--- src/core/ssla_defs.vh ---
// Constants for the shift, subtract, logic and table transfer datapath.
// Assumes an instruction decoder that presents one operation per request.
// Contract
// - A one-bit left shift of any operand finishes in one cycle and updates C, N, OV and Z.
// - A left shift by a register count writes the destination in one cycle and updates only N and Z.
// - A left shift by an immediate takes its count from the five-bit literal and updates only N and Z.
// - Subtract with borrow also subtracts the inverted carry and updates C, DC, N, OV and Z.
// - The immediate borrow subtract takes the ten-bit literal and the inverted carry from the named register and writes it back.
// - The reverse borrow subtract takes the base operand and the inverted carry from the five-bit literal.
// - The reverse borrow subtract on a file register stores the working value minus the file value minus the inverted carry.
// - The high table read copies program bits 23 to 16 into the destination low byte and takes two cycles.
// - The low table read copies program bits 15 to 0 into the destination and changes no flag.
// - The high table write places the source low byte into program bits 23 to 16 and takes two cycles.
// - The low table write places the whole source word into program bits 15 to 0 and leaves the flags alone.
// - Zero extension widens the source low byte with zeros in one cycle and updates C, Z and N.
`ifndef SSLA_DEFS_VH
`define SSLA_DEFS_VH

`define SSLA_OP_W 4
`define SSLA_OP_SHIFT1 4'h0
`define SSLA_OP_SHIFTN 4'h1
`define SSLA_OP_SUB 4'h2
`define SSLA_OP_MINUS_WITH_BORROW 4'h3
`define SSLA_OP_REVERSE_MINUS 4'h4
`define SSLA_OP_REVERSE_MINUS_BORROW 4'h5
`define SSLA_OP_SWAP 4'h6
`define SSLA_OP_XOR 4'h7
`define SSLA_OP_WIDEN 4'h8
`define SSLA_OP_UNLINK 4'h9
`define SSLA_OP_RDH 4'ha
`define SSLA_OP_RDL 4'hb
`define SSLA_OP_WTH 4'hc
`define SSLA_OP_WTL 4'hd

`define SSLA_SRC_REG 2'h0
`define SSLA_SRC_LIT5 2'h1
`define SSLA_SRC_LIT10 2'h2

`define SSLA_FLAG_C 0
`define SSLA_FLAG_DC 1
`define SSLA_FLAG_N 2
`define SSLA_FLAG_OV 3
`define SSLA_FLAG_Z 4
`define SSLA_FLAGS_RESET 5'h00

`define SSLA_TBL_CYCLES 2
`define SSLA_SHIFT_LIMIT 5'h10

`endif

--- src/core/ssla_alu.v ---
// Execution datapath for shifts, subtracts, swap, xor, widen, unlink and
// program memory table transfers, with its own status flag register.
// Assumes the decoder supplies fetched operands and holds a request
// until op_ready; program memory answers a read in the cycle of its strobe.
`timescale 1ns/1ns
`include "ssla_defs.vh"

module ssla_alu (
	input wire clock,
	input wire arst_n,
	input wire op_valid,
	input wire [3:0] op_code,
	input wire byte_mode,
	input wire [1:0] src_sel,
	input wire [15:0] operand_base,
	input wire [15:0] operand_src,
	input wire [4:0] lit5,
	input wire [9:0] lit10,
	input wire [15:0] frame_ptr,
	input wire [7:0] tbl_page,
	input wire [23:0] prog_rdata,
	output wire op_ready,
	output reg result_valid,
	output reg [15:0] result,
	output reg result_byte,
	output reg prog_rd,
	output reg prog_wr_high,
	output reg prog_wr_low,
	output reg [23:0] prog_addr,
	output reg [23:0] prog_wdata,
	output wire flag_c,
	output wire flag_dc,
	output wire flag_n,
	output wire flag_ov,
	output wire flag_z
);
	localparam ST_IDLE = 2'b01;
	localparam ST_TABLE = 2'b10;

	reg [1:0] state;
	reg [1:0] next_state;
	reg [4:0] flags;
	reg [4:0] next_flags;
	reg [15:0] next_result;
	reg next_valid;
	reg next_byte;
	reg [3:0] tbl_op;
	reg tbl_byte;
	wire take;
	wire [15:0] src_val;
	wire [15:0] sub_min;
	wire [15:0] sub_sub;
	wire sub_cin;
	wire is_rev;
	wire with_borrow;
	wire [15:0] sub_diff;
	wire sub_c;
	wire sub_dc;
	wire sub_ov;
	wire [4:0] shift_cnt;
	wire [15:0] shifted_n;
	wire [15:0] shifted_1;
	wire shift_out;
	wire [7:0] prog_hi;

	// Negative flag from the top bit of the active width
	function top_bit;
		input [15:0] value;
		input bmode;
		begin
			top_bit = bmode ? value[7] : value[15];
		end
	endfunction

	// Zero flag over the active width
	function is_zero;
		input [15:0] value;
		input bmode;
		begin
			is_zero = bmode ? (value[7:0] == 8'h00) : (value == 16'h0000);
		end
	endfunction

	assign take = op_valid & op_ready;
	assign op_ready = state[0];

	// Second operand: register, five-bit or ten-bit literal
	assign src_val = (src_sel == `SSLA_SRC_LIT5) ? {11'h000, lit5} :
		(src_sel == `SSLA_SRC_LIT10) ? {6'h00, lit10} :
		operand_src;

	// Reverse forms swap the operand order
	assign is_rev = (op_code == `SSLA_OP_REVERSE_MINUS) |
		(op_code == `SSLA_OP_REVERSE_MINUS_BORROW);
	assign with_borrow = (op_code == `SSLA_OP_MINUS_WITH_BORROW) |
		(op_code == `SSLA_OP_REVERSE_MINUS_BORROW);
	assign sub_min = is_rev ? src_val : operand_base;
	assign sub_sub = is_rev ? operand_base : src_val;
	// Carry in of 1 means no extra borrow; borrow forms use C itself
	assign sub_cin = with_borrow ? flags[`SSLA_FLAG_C] : 1'b1;

	ssla_sub_unit u_sub (
		.minuend(sub_min),
		.subtrahend(sub_sub),
		.carry_in(sub_cin),
		.byte_mode(byte_mode),
		.diff(sub_diff),
		.carry_out(sub_c),
		.digit_carry(sub_dc),
		.overflow(sub_ov)
	);

	// Counts of sixteen or more clear the word
	assign shift_cnt = (src_sel == `SSLA_SRC_LIT5) ? lit5 :
		operand_src[4:0];
	assign shifted_n = (shift_cnt >= `SSLA_SHIFT_LIMIT) ? 16'h0000 :
		(operand_base << shift_cnt[3:0]);
	assign shifted_1 = {operand_base[14:0], 1'b0};
	assign shift_out = byte_mode ? operand_base[7] : operand_base[15];
	assign prog_hi = prog_rdata[23:16];

	always @* begin
		next_state = state;
		next_flags = flags;
		next_result = result;
		next_valid = 1'b0;
		next_byte = result_byte;
		case (state)
		ST_IDLE: begin
			if (take) begin
				next_byte = byte_mode;
				next_valid = 1'b1;
				case (op_code)
				`SSLA_OP_SHIFT1: begin
					next_result = shifted_1;
					next_flags[`SSLA_FLAG_C] = shift_out;
					next_flags[`SSLA_FLAG_N] = top_bit(shifted_1, byte_mode);
					next_flags[`SSLA_FLAG_OV] = shift_out ^
						top_bit(shifted_1, byte_mode);
					next_flags[`SSLA_FLAG_Z] = is_zero(shifted_1, byte_mode);
				end
				`SSLA_OP_SHIFTN: begin
					next_byte = 1'b0;
					next_result = shifted_n;
					next_flags[`SSLA_FLAG_N] = shifted_n[15];
					next_flags[`SSLA_FLAG_Z] = (shifted_n == 16'h0000);
				end
				`SSLA_OP_SUB, `SSLA_OP_MINUS_WITH_BORROW, `SSLA_OP_REVERSE_MINUS,
				`SSLA_OP_REVERSE_MINUS_BORROW: begin
					next_result = sub_diff;
					next_flags[`SSLA_FLAG_C] = sub_c;
					next_flags[`SSLA_FLAG_DC] = sub_dc;
					next_flags[`SSLA_FLAG_N] = top_bit(sub_diff, byte_mode);
					next_flags[`SSLA_FLAG_OV] = sub_ov;
					next_flags[`SSLA_FLAG_Z] = is_zero(sub_diff, byte_mode);
				end
				`SSLA_OP_SWAP: begin
					// Byte form touches only the low byte
					if (byte_mode) begin
						next_result = {operand_base[15:8],
							operand_base[3:0], operand_base[7:4]};
					end else begin
						next_result = {operand_base[7:0],
							operand_base[15:8]};
					end
				end
				`SSLA_OP_XOR: begin
					next_result = operand_base ^ src_val;
					next_flags[`SSLA_FLAG_N] =
						top_bit(operand_base ^ src_val, byte_mode);
					next_flags[`SSLA_FLAG_Z] =
						is_zero(operand_base ^ src_val, byte_mode);
				end
				`SSLA_OP_WIDEN: begin
					next_byte = 1'b0;
					next_result = {8'h00, operand_src[7:0]};
					next_flags[`SSLA_FLAG_C] = 1'b1;
					next_flags[`SSLA_FLAG_N] = 1'b0;
					next_flags[`SSLA_FLAG_Z] =
						(operand_src[7:0] == 8'h00);
				end
				`SSLA_OP_UNLINK: begin
					// New stack pointer is the frame pointer
					next_byte = 1'b0;
					next_result = frame_ptr;
				end
				`SSLA_OP_RDH, `SSLA_OP_RDL, `SSLA_OP_WTH,
				`SSLA_OP_WTL: begin
					next_valid = 1'b0;
					next_state = ST_TABLE;
				end
				default: begin
					next_valid = 1'b0;
				end
				endcase
			end
		end
		ST_TABLE: begin
			// Second cycle: memory strobe is out, capture and finish
			next_state = ST_IDLE;
			next_valid = 1'b1;
			next_byte = tbl_byte;
			if (tbl_op == `SSLA_OP_RDH) begin
				next_result = {8'h00, prog_hi};
			end else if (tbl_op == `SSLA_OP_RDL) begin
				next_result = prog_rdata[15:0];
			end else begin
				next_valid = 1'b0;
			end
		end
		default: begin
			next_state = ST_IDLE;
		end
		endcase
	end

	always @(posedge clock or negedge arst_n) begin
		if (!arst_n) begin
			state <= ST_IDLE;
			flags <= `SSLA_FLAGS_RESET;
			result <= 16'h0000;
			result_valid <= 1'b0;
			result_byte <= 1'b0;
			tbl_op <= `SSLA_OP_SHIFT1;
			tbl_byte <= 1'b0;
		end else begin
			state <= next_state;
			flags <= next_flags;
			result <= next_result;
			result_valid <= next_valid;
			result_byte <= next_byte;
			if (take) begin
				tbl_op <= op_code;
				tbl_byte <= (op_code == `SSLA_OP_RDH) | byte_mode;
			end
		end
	end

	// Program memory strobes stand for the second cycle of a table op
	always @(posedge clock or negedge arst_n) begin
		if (!arst_n) begin
			prog_rd <= 1'b0;
			prog_wr_high <= 1'b0;
			prog_wr_low <= 1'b0;
			prog_addr <= 24'h000000;
			prog_wdata <= 24'h000000;
		end else begin
			prog_rd <= 1'b0;
			prog_wr_high <= 1'b0;
			prog_wr_low <= 1'b0;
			if (take) begin
				prog_addr <= {tbl_page, operand_base};
				prog_rd <= (op_code == `SSLA_OP_RDH) |
					(op_code == `SSLA_OP_RDL);
				prog_wr_high <= (op_code == `SSLA_OP_WTH);
				prog_wr_low <= (op_code == `SSLA_OP_WTL);
				if (op_code == `SSLA_OP_WTH) begin
					prog_wdata <= {operand_src[7:0], 16'h0000};
				end else begin
					prog_wdata <= {8'h00, operand_src};
				end
			end
		end
	end

	assign flag_c = flags[`SSLA_FLAG_C];
	assign flag_dc = flags[`SSLA_FLAG_DC];
	assign flag_n = flags[`SSLA_FLAG_N];
	assign flag_ov = flags[`SSLA_FLAG_OV];
	assign flag_z = flags[`SSLA_FLAG_Z];
endmodule // ssla_alu

--- src/core/ssla_sub_unit.v ---
// Subtractor with borrow input, carry, digit carry and overflow outputs.
// Operands arrive already ordered; byte mode looks at the low byte only.
`timescale 1ns/1ns
`include "ssla_defs.vh"

module ssla_sub_unit (
	input wire [15:0] minuend,
	input wire [15:0] subtrahend,
	input wire carry_in,
	input wire byte_mode,
	output wire [15:0] diff,
	output wire carry_out,
	output wire digit_carry,
	output wire overflow
);
	wire [16:0] full;
	wire [4:0] low_nib;
	wire [8:0] low_byte;
	wire [15:0] inv;

	assign inv = ~subtrahend;
	// Two's complement: a + ~b + carry, carry is the no-borrow sense
	assign full = {1'b0, minuend} + {1'b0, inv} + {16'h0000, carry_in};
	assign low_nib = {1'b0, minuend[3:0]} + {1'b0, inv[3:0]}
		+ {4'h0, carry_in};
	assign low_byte = {1'b0, minuend[7:0]} + {1'b0, inv[7:0]}
		+ {8'h00, carry_in};
	assign diff = full[15:0];
	assign carry_out = byte_mode ? low_byte[8] : full[16];
	// Digit carry comes from bit 3 in byte mode and bit 7 in word mode
	assign digit_carry = byte_mode ? low_nib[4] : low_byte[8];
	assign overflow = byte_mode ?
		((minuend[7] ^ subtrahend[7]) & (minuend[7] ^ low_byte[7])) :
		((minuend[15] ^ subtrahend[15]) & (minuend[15] ^ full[15]));
endmodule // ssla_sub_unit

--- config.mk ---
export PLATFORM = sky130hd
export DESIGN_NAME = ssla_alu
export DESIGN_NICKNAME = d
export VERILOG_FILES = /design/src/core/ssla_alu.v /design/src/core/ssla_sub_unit.v
export VERILOG_INCLUDE_DIRS = /design/src /design/src/core
export SDC_FILE = /design/constraint.sdc
export NUM_CORES = 1
export LEC_CHECK = 0
export BUFFER_PORTS_ARGS = -buffer_cell sky130_fd_sc_hd__buf_2
export CAP_MARGIN = 20
export CORE_MARGIN = 2
export CORE_UTILIZATION = 30
export CTS_CLUSTER_DIAMETER = 80
export DETAILED_ROUTE_END_ITERATION = 8
export GPL_ROUTABILITY_DRIVEN = 0
export SYNTH_ARGS = -nofsm -noshare
export SYNTH_HDL_FRONTEND = slang
export SYNTH_HIERARCHICAL = 1
export SYNTH_SLANG_ARGS = --single-unit
export TNS_END_PERCENT = 50
--- constraint.sdc ---
create_clock -name clock -period 5.55 [get_ports clock]
set_input_delay 0.2775 -clock clock [delete_from_list [all_inputs] [get_ports clock]]
set_output_delay 0.2775 -clock clock [all_outputs]
set_load 0.05 [all_outputs]
Word-level counts from Yosys, hierarchy flattened:

Index checks and enable logic that the tools add are counted.

* add/sub/neg operators: 6
* $mul: 0
* divide/modulo/power cells: 0
* order comparisons: 1
* eq/ne operators: 23
* shift-type cells: 1
* muxes and demuxes: 42
* bitwise operators: 14
* reductions and logical operators: 24

Operators with widths (count)
* $mux W16: 9
* $pmux W16 S7: 1
* $logic_not A16 Y1: 4
* $eq A4 B4 Y1 const B: 8
* $logic_not A8 Y1: 4
* $pmux W16 S2: 1
* $mux W24: 1
* $mux W1: 20
* $add A16 B16 Y17: 1
* $add A17 B1 Y17: 1
* $eq A4 B3 Y1 const B: 4
* $not A16 Y16: 1
* $shl A16 B4 Y16: 1
* $xor A16 B16 Y16: 1
* $reduce_and A3 Y1: 4
* $pmux W1 S5: 2
* $reduce_or A10 Y1: 1
* $add A8 B8 Y9: 1
* $add A9 B1 Y9: 1
* $eq A4 B2 Y1 const B: 2
* $ne A8 B1 Y1 const B: 1
* $reduce_or A4 Y1: 2
* $mux W2: 3
* $pmux W1 S2: 3
* other kinds (21): 34

* register bits: 81
* latch bits: 0
* RAM bits: 0
* ROM bits: 0
* input bits: 105
* output and inout bits: 75
* memories: 0

Logic depth before layout (Yosys ltp):

Gate-level depths: netlist of the first run.

* word-level depth: 11
* mapped depth: 22

Modules after synthesis:

Netlist of the first run, hierarchy kept.

By module, submodules not included
* ssla_alu: times used 1, cells an instance 893, area an instance 6563.8 um2, seq. area each 2028.2 um2
* ssla_sub_unit: times used 1, cells an instance 109, area an instance 824.5 um2, seq. area each 0.0 um2

Worst setup path after synthesis of the first run:

Ideal clock, no wire load.

* path type: input to register
* from: input op_code[1]
* to: register flags[4]
* library setup time: 0.120 ns
* arrival time: 3.679 ns
* data required time: 5.430 ns
* slack: 1.751 ns
* stages: 20
* path buffers: 2
* cells stage by stage: clkbuf_1 -> xnor2_1 -> nor2_1 -> clkbuf_1 -> nand3b_1 -> fa_1 -> inv_1 -> fa_1 -> nor2b_1 -> o211ai_1 -> a211oi_1 -> a211o_1 -> a31oi_1 -> xnor2_1 -> nor4_1 -> a21oi_1 -> o21ai_0 -> nor3_1 -> a21oi_1 -> a41o_1

* elaborated cells on any way between the ends: 23
* those cells by class: add/sub: 2; eq/ne: 7; mux: 5; bitwise: 3; reduce/logical: 6

RTL lines
* start: declaration: line ssla_alu.v:12 `input wire [3:0] op_code,`
* $eq A4 B2 Y1 / $eq A4 B3 Y1 (equally long branches)
* $or A1 B1 Y1 (*): line ssla_alu.v:95 `` assign with_borrow = (op_code == `SSLA_OP_MINUS_WITH_BORROW) | ``
* $mux W1 (*): line ssla_alu.v:100 `` assign sub_cin = with_borrow ? flags[`SSLA_FLAG_C] : 1'b1; ``
* named net sub_cin: line ssla_alu.v:53 `wire sub_cin;`
* $add A17 B1 Y17 (*): line ssla_sub_unit.v:23 `assign full = {1'b0, minuend} + {1'b0, inv} + {16'h0000, carry_in};`
* named net sub_diff[14]: line ssla_alu.v:56 `wire [15:0] sub_diff;`
* $logic_not A16 Y1 (*): line ssla_alu.v:80 `is_zero = bmode ? (value[7:0] == 8'h00) : (value == 16'h0000);`
* $mux W1 (*): line ssla_alu.v:80
* $pmux W1 S5 (*): line ssla_alu.v:133 `case (op_code)`
* end signal: assignment: line ssla_alu.v:220 `` flags <= `SSLA_FLAGS_RESET; ``
* end signal: assignment: line ssla_alu.v:228 `flags <= next_flags;`
* end: declaration: line ssla_alu.v:42 `reg [4:0] flags;`

The timed path passes the listed nets; every way through them passes the cells marked *.
A chain may end at the register's enable or synchronous reset.

Worst setup path after layout of the first run:

* from: input op_code[1]
* to: register flags[4]

* word-level cells in the longest chain between the ends: 9
* elaborated cells on any way between the ends: 23
* those cells by class: add/sub: 2; eq/ne: 7; mux: 5; bitwise: 3; reduce/logical: 6

Ends and longest elaborated chain
* $eq A4 B3 Y1
* $or A1 B1 Y1 (*): line ssla_alu.v:93 `` assign is_rev = (op_code == `SSLA_OP_REVERSE_MINUS) | ``
* $mux W16 (*): line ssla_alu.v:98 `assign sub_sub = is_rev ? operand_base : src_val;`
* named net sub_sub[0]: line ssla_alu.v:52 `wire [15:0] sub_sub;`
* $not A16 Y16 (*): line ssla_sub_unit.v:21 `assign inv = ~subtrahend;`
* $add A16 B16 Y17 (*): line ssla_sub_unit.v:23
* $add A17 B1 Y17 (*): line ssla_sub_unit.v:23
* named net sub_diff[14]: line ssla_alu.v:56
* $logic_not A16 Y1 (*): line ssla_alu.v:80
* $mux W1 (*): line ssla_alu.v:80
* $pmux W1 S5 (*): line ssla_alu.v:133

Marks and branches as above.

==> results of run 1 <==
power groups by stage:
| stage | Combinational (mW) | Clock [mW] | Sequential [mW] |
|---|---|---|---|
| after floorplan | 0.787 | 0 | 1.56 |
| after CTS | 1.95 | 0.623 | 0.905 |
| final | 1.96 | 0.612 | 0.905 |
| after global placement | 1.93 | 0 | 0.909 |
| after detailed placement | 1.94 | 0 | 0.915 |
| after global routing | 2.10 | 0.649 | 0.929 |
cell usage after synthesis (all sizes together) (3+ instances only):
cell type,count,area [µm²]
inv,32,120
dfrtp,80,2000
a211oi,17,148
o221ai,5,50.0
a32o,3,31.3
ha,17,213
and3,4,25.0
a21o,11,82.6
a21oi,94,493
o211ai,16,120
nand2,242,908
nand4,6,37.5
xor2,10,87.6
o21ai,79,399
o22ai,5,31.3
mux2,15,173
clkbuf,57,214
mux2i,39,414
nand2b,12,75.1
nand3b,3,22.5
nor4,10,68.8
and2,4,25.0
a221oi,13,120
buf,22,145
xnor2,27,236
a31oi,8,65.1
a22oi,11,82.6
nor3,12,60.1
nand3,14,70.1
a22o,13,114
nor2b,8,57.6
nor2,74,278
final cells by class:
class,instances,share of cell area [%]
Sequential cell,81,23.3
Multi-Input combinational cell,809,56.0
Inverter,33,1.42
Clock inverter,6,0.746
Timing Repair Buffer,190,11.3
Antenna cell,1,0.0287
Clock buffer,10,2.63
Tap cell,324,4.65
timing repair:
item                                    in CTS  in global routing
resized for setup                            0                  0
endpoints found under the setup margin       0                  0
hold buffers                                 1                  0
hold endpoints to repair                    36                  0
worst max-delay path, delay by kind of cell:
family,cells,cell delay [ns]
and+or+nand+nor,6,0.74
AOI/OAI and AO/OA,8,1.54
buffers and inverters,5,1.11
xor gates and xnor gates,1,0.18
adders and majority gates,2,0.64
metal layers:
metal	GRT usage [%]	vias up	share of wire, %
met5	0	-	0
met4	10.4	0	4.8
met3	4.26	87	7.8
met2	36.4	371	47
met1	26.9	3818	40
li1	-	3770	-
registers in the layout, summed over array words and instances (netlist names), 2 cells and up:
name	cells
flags	5
prog_addr	24
prog_wdata	24
result	16
state	2
tbl_op	4
worst paths after layout:
kind	startpoint	end	slack, ns
worst max-delay path	op_code[1]	flags[4]	1.29
worst min-delay path	tbl_page[5]	prog_addr[21]	0.11
worst max register to register	flags[0]	flags[4]	1.93
worst min register to register	prog_addr[3]	prog_addr[3]	0.47
max in group asynchronous	arst_n	prog_addr[14]	4.07
min in group asynchronous	arst_n	prog_wr_high	0.45
cells by family (layout without fill, tap and decap cells):
family / after synthesis / after routing / share of synthesized area [%]
other: 0 / 1 / 0
AND/OR/NAND/NOR: 398 / 398 / 23.0
AO/OA/AOI/OAI: 299 / 299 / 26.6
buffers and inverters: 112 / 239 / 6.54
XOR/XNOR: 37 / 37 / 4.39
adder cells (fa/ha/maj): 19 / 19 / 3.42
multiplexers: 56 / 56 / 8.55
flip-flops: 81 / 81 / 27.5
stage by stage:
| stage | std cells | hold slack [ns] | power (mW) | util [%] | cell area (µm²) |
|---|---|---|---|---|---|
| 5_1_grt | 1454 | 0.118 | 3.68 | 36.0 | 8720 |
| 3_3_place_gp | 1435 | 0.294 | 2.84 | 34.7 | 8410 |
| 6_report | 1454 | 0.111 | 3.48 | 36.0 | 8720 |
| 3_5_place_dp | 1435 | 0.299 | 2.86 | 34.7 | 8410 |
| 4_1_cts | 1452 | 0.100 | 3.47 | 35.9 | 8710 |
| 2_1_floorplan | 1002 | -0.0181 | 2.34 | - | 7390 |
layout by cell type (no fill, tap or decap), types with 6 or more instances in the layout:
master	Yosys	final
dfrtp_1	80	80
mux2_2	14	14
nor2b_1	7	7
a21o_1	11	11
a22o_1	13	13
o21ai_0	73	73
inv_1	32	32
a31oi_1	7	7
nand3_1	14	14
xor2_1	10	10
a221oi_1	12	12
nand2_1	242	241
a211oi_1	13	13
clkbuf_16	0	9
a21oi_1	90	90
xnor2_1	27	27
o211ai_1	16	16
nor3_1	12	11
mux2i_1	35	35
a22oi_1	11	11
nand2b_1	12	12
ha_1	17	17
buf_4	2	11
nand4_1	6	6
buf_2	8	178
nor4_1	9	9
nor2_1	74	74
==> flow_metrics.env, run 1 <==
export IMPL_status="finished, final reports clean"
export IMPL_yosysWarnings=6
export IMPL_slew_violations=0
export IMPL_htreeDepth=3
export IMPL_clkTransAtPathRegs_ns=0.07
export IMPL_fmax_ghz=0.235
export IMPL_leakage_nw=4.06
export IMPL_crit_top_cell="nand2_1"
export IMPL_setup_violations=0
export IMPL_first_iter_violations=727
export IMPL_fin_skew_ns=0.00870
export IMPL_firstDrtPassIters=5
export IMPL_p_per_area_mw_per_mm2=399
export IMPL_drt_total_wl_um=29000
export IMPL_antenna_found_initial=1
export IMPL_cts_sinks=81
export IMPL_post_cts_repair_setup_buffers=0
export IMPL_hold_path_class="in2reg"
export IMPL_grt_max_degree=45
export IMPL_synthCells=1002
export IMPL_critPathLaunchType="primary input"
export IMPL_synth_area_mm2=0.00739
export IMPL_place_ws_ns=1.09
export IMPL_crit_type="in2reg"
export IMPL_crit_path_end_kind="flop"
export IMPL_die_area_mm2=0.0259
export IMPL_ys_seq_area_share_pct=27.5
export IMPL_multiInputGateArea_mm2=0.00488
export IMPL_layout_setup_ws_ns=1.29
export IMPL_power_share_switching_pct=51.9
export IMPL_async_flop_share_pct=100
export IMPL_grt_ovfl_total=0
export IMPL_seqCellArea_mm2=0.00203
export IMPL_crit_chain="buf_2 > clkinv_1 > nand2_1 > buf_4 > nand2_1 > nand2_1 > inv_1 > fa_1 > inv_1 > fa_1 > nor2b_1 > o211ai_1 > a211oi_1 > a211o_1 > a31oi_1 > xnor2_1 > nor4_1 > a21oi_1 > o21ai_0 > nor3_1 > a21oi_1 > a41o_1"
export IMPL_drt_vias_per_instance=5.53
export IMPL_io_pins=180
export IMPL_synth_seq_cells=81
export IMPL_synth_distinct_cells=81
export IMPL_avgRoutedWirePerCell_um=19.9
export IMPL_holdPathStages=3
export IMPL_cts_buffers=9
export IMPL_numPortBuffers=179
export IMPL_totalNegativeSetupSlack_ns=0
export IMPL_cts_buffer_depth=2
export IMPL_drc=0
export IMPL_insertion_delay_ns=0.35
export IMPL_grt_pass1_vias=7468
export IMPL_dpl_hpwl_um=21900
export IMPL_grt_usage_pct=21.7
export IMPL_drv_cap=0
export IMPL_synth_enable_flop_cells=0
export IMPL_combPwrFrac_pct=56.4
export IMPL_ant_nets=0
export IMPL_layout_drive_gt1_share_pct=22.1
export IMPL_intPower_mw=1.67
export IMPL_crit_path_top_delay_cell="fa_1"
export IMPL_r2r_worst_path_cells=16
export IMPL_die_x_um=161
export IMPL_min_period_ns=4.26
export IMPL_max_slew_margin_rel_pct=37.6
export IMPL_post_route_period_util_pct=76.7
export IMPL_cts_tree="built"
export IMPL_cp_required_ns=5.79
export IMPL_row_count=57
export IMPL_ys_dominant_reg_cell="dfrtp_1"
export IMPL_avgSynthCellArea_um2=7.37
export IMPL_ir_worst_vdd_v=0.000183
export IMPL_nets=1248
export IMPL_power_switching_mw=1.81
export IMPL_core_area_mm2=0.0242
export IMPL_crit_fanout=41
export IMPL_cts_root_buf="clkbuf_16"
export IMPL_grt_pass1_wl_um=43500
export IMPL_initial_core_util_pct=30.5
export IMPL_cp_arrival_ns=4.50
export IMPL_seqPwrFrac_pct=26.0
export IMPL_synthesis_nets=1126
export IMPL_rsz0062_at_grt="false"
export IMPL_power_frac_clock_pct=17.6
export IMPL_fill_cells=2633
export IMPL_worst_path_largest_cell_delay_ns=0.43
export IMPL_tightest_slew_ns=0.928
export IMPL_die_h_um=161
export IMPL_area_growth_pct=18.1
export IMPL_hold_violations=0
export IMPL_dr_total_vias=8046
(Power assumes the default switching activity.)
==> run 2, diff against run 1 <==
==> constraint.sdc (replaced) <==
create_clock -name clock -period 3.53 [get_ports clock]
set_input_delay 0.1765 -clock clock [delete_from_list [all_inputs] [get_ports clock]]
set_output_delay 0.1765 -clock clock [all_outputs]
set_load 0.05 [all_outputs]
==> run 2 against run 1 <==
  * Combinational power increased by 69%
  * Via count increased by 5.5%
  * Core utilization increased by 3.8 points
  * Critical path type is now reg2reg
  * Largest power group unchanged
==> flow_metrics.env, run 2 (synthesized netlist as in run 1, its figures left out) <==
export IMPL_layout_setup_ws_ns=0.183
export IMPL_insertion_delay_ns=0.36
export IMPL_clkTransAtPathRegs_ns=0.08
export IMPL_place_ws_ns=-0.284
export IMPL_drc=0
export IMPL_first_iter_violations=891
export IMPL_worst_path_largest_cell_delay_ns=0.39
export IMPL_fmax_ghz=0.299
export IMPL_critPathLaunchType="flop"
export IMPL_fin_skew_ns=0.0111
export IMPL_wl_met3_um=2550
export IMPL_antenna_found_initial=2
export IMPL_post_route_period_util_pct=94.8
export IMPL_die_x_um=161
export IMPL_cp_required_ns=3.77
export IMPL_grt_pass1_vias=8128
export IMPL_min_period_ns=3.35
export IMPL_r2r_worst_path_cells=16
export IMPL_dr_total_vias=8487
export IMPL_cp_depth=16
export IMPL_power_frac_clock_pct=17.7
export IMPL_cts_sinks=81
export IMPL_intPower_mw=2.82
export IMPL_holdWs_ns=0.00896
export IMPL_row_count=57
export IMPL_grt_pass1_wl_um=46200
export IMPL_p_per_area_mw_per_mm2=597
export IMPL_cp_arrival_ns=3.59
export IMPL_power_mw=5.75
export IMPL_drt_total_wl_um=30200
export IMPL_io_pins=180
export IMPL_cts_root_buf="clkbuf_16"
export IMPL_cts_tree="built"
export IMPL_core_area_mm2=0.0242
export IMPL_cts_buffers=9
export IMPL_critPathTopFamily="compound AO/OA/AOI/OAI gates"
export IMPL_mostFrequentLayoutCells="nand2_1, buf_2, buf_4"
export IMPL_top_regs="prog_addr (24), prog_wdata (24), result (16)"
export IMPL_layout_drive_gt1_share_pct=30.1
export IMPL_crit_chain="nand3b_1 > fa_2 > inv_2 > fa_2 > nor2b_2 > o211ai_1 > a211oi_2 > a211o_1 > a21oi_2 > xnor2_2 > nor4_2 > a21oi_1 > o21ai_1 > nor3_2 > a21oi_1 > a41o_1"
export IMPL_numPortBuffers=179
export IMPL_avgRoutedWirePerCell_um=19.4
export IMPL_firstDrtPassIters=7
export IMPL_cts_buffer_depth=2
export IMPL_grt_ovfl_total=0
export IMPL_grt_max_degree=71
export IMPL_routed_top_layer="met4"
export IMPL_drv_cap=0
export IMPL_ant_nets=0
export IMPL_area_growth_pct=30.4
export IMPL_totalNegativeSetupSlack_ns=0
export IMPL_ir_worst_vdd_v=0.000302
export IMPL_die_h_um=161
export IMPL_max_slew_margin_rel_pct=36.2
export IMPL_htreeDepth=3
export IMPL_final_util_pct=39.7
export IMPL_leakage_nw=4.58
export IMPL_drt_vias_per_instance=5.45
export IMPL_tightest_slew_ns=0.957
export IMPL_final_cells=1556
export IMPL_nets=1350
export IMPL_crit_path_end_kind="flop"
export IMPL_die_area_mm2=0.0259
export IMPL_post_route_cell_area_mm2=0.00964
export IMPL_crit_type="reg2reg"
export IMPL_combPwrFrac_pct=57.7
export IMPL_initial_core_util_pct=30.5
export IMPL_dp_cells=1530
export IMPL_status="finished, final reports clean"
export IMPL_drt_met1_wl_um=12300
export IMPL_slew_violations=0
export IMPL_path_buf_inv=1
export IMPL_grt_usage_pct=23.0
export IMPL_power_share_switching_pct=51.0
export IMPL_crit_path_top_delay_cell="fa_2"
export IMPL_layout_commonest_cell="nand2_1"
export IMPL_power_switching_mw=2.93
export IMPL_dr_wl_met2_um=13900
export IMPL_seqPwrFrac_pct=24.6
export IMPL_holdPathStages=3
export IMPL_setup_violations=0
export IMPL_dpl_hpwl_um=23500
export IMPL_crit_fanout=2
export IMPL_placed_area_mm2=0.00914
export IMPL_hold_violations=0
export IMPL_hold_path_class="in2reg"
==> run 2: power by group through the flow <==
stage               sequential, mW  combinational, mW  clock, mW
floorplan                     2.45               1.24          0
global placement              1.43               3.21          0
detailed placement            1.44               3.23          0
CTS                           1.42               3.25       1.03
global route                  1.46               3.55       1.07
finish                        1.41               3.32       1.02
==> run 2: path summary, 6_finish.rpt <==
| path | startpoint | endpoint | slack (ns) |
|---|---|---|---|
| min in group asynchronous | arst_n | prog_wdata[15] | 0.49 |
| min reg2reg | prog_addr[0] | prog_addr[0] | 0.48 |
| max reg2reg | flags[0] | flags[4] | 0.18 |
| min | tbl_page[0] | prog_addr[16] | 0.009 |
| max | flags[0] | flags[4] | 0.18 |
| max in group asynchronous | arst_n | result[10] | 2.25 |
==> run 2: worst min-delay path, stage by stage <==
cell and delay [ns]:
buf_2 0.08, nand2_1 0.04, nand2_1 0.04
==> run 2: per-layer routing <==
| layer | global-route usage [%] | vias up |
|---|---|---|
| met2 | 37.2 | 426 |
| met1 | 29.1 | 3998 |
| met4 | 11.3 | 0 |
| li1 | - | 3972 |
| met5 | 0 | - |
| met3 | 5.06 | 91 |
==> run 2: timing repair <==
action / 4_1_cts / 5_1_grt
endpoints found under the setup margin: 1 / 6
buffers inserted: 1 / 1
resized for setup: 0 / 28
pin swaps: 1 / 11
hold buffers: 7 / 0
gates cloned: 0 / 0
endpoints found under the hold margin: 11 / 0
==> run 2: final cells by class <==
type	count	area, µm²
Fill cell	2561	14600
Clock buffer	9	225
Tap cell	324	405
Sequential cell	81	2030
Antenna cell	1	2.50
Clock inverter	7	82.6
Inverter	33	124
Multi-Input combinational cell	809	4990
Timing Repair Buffer	292	1780
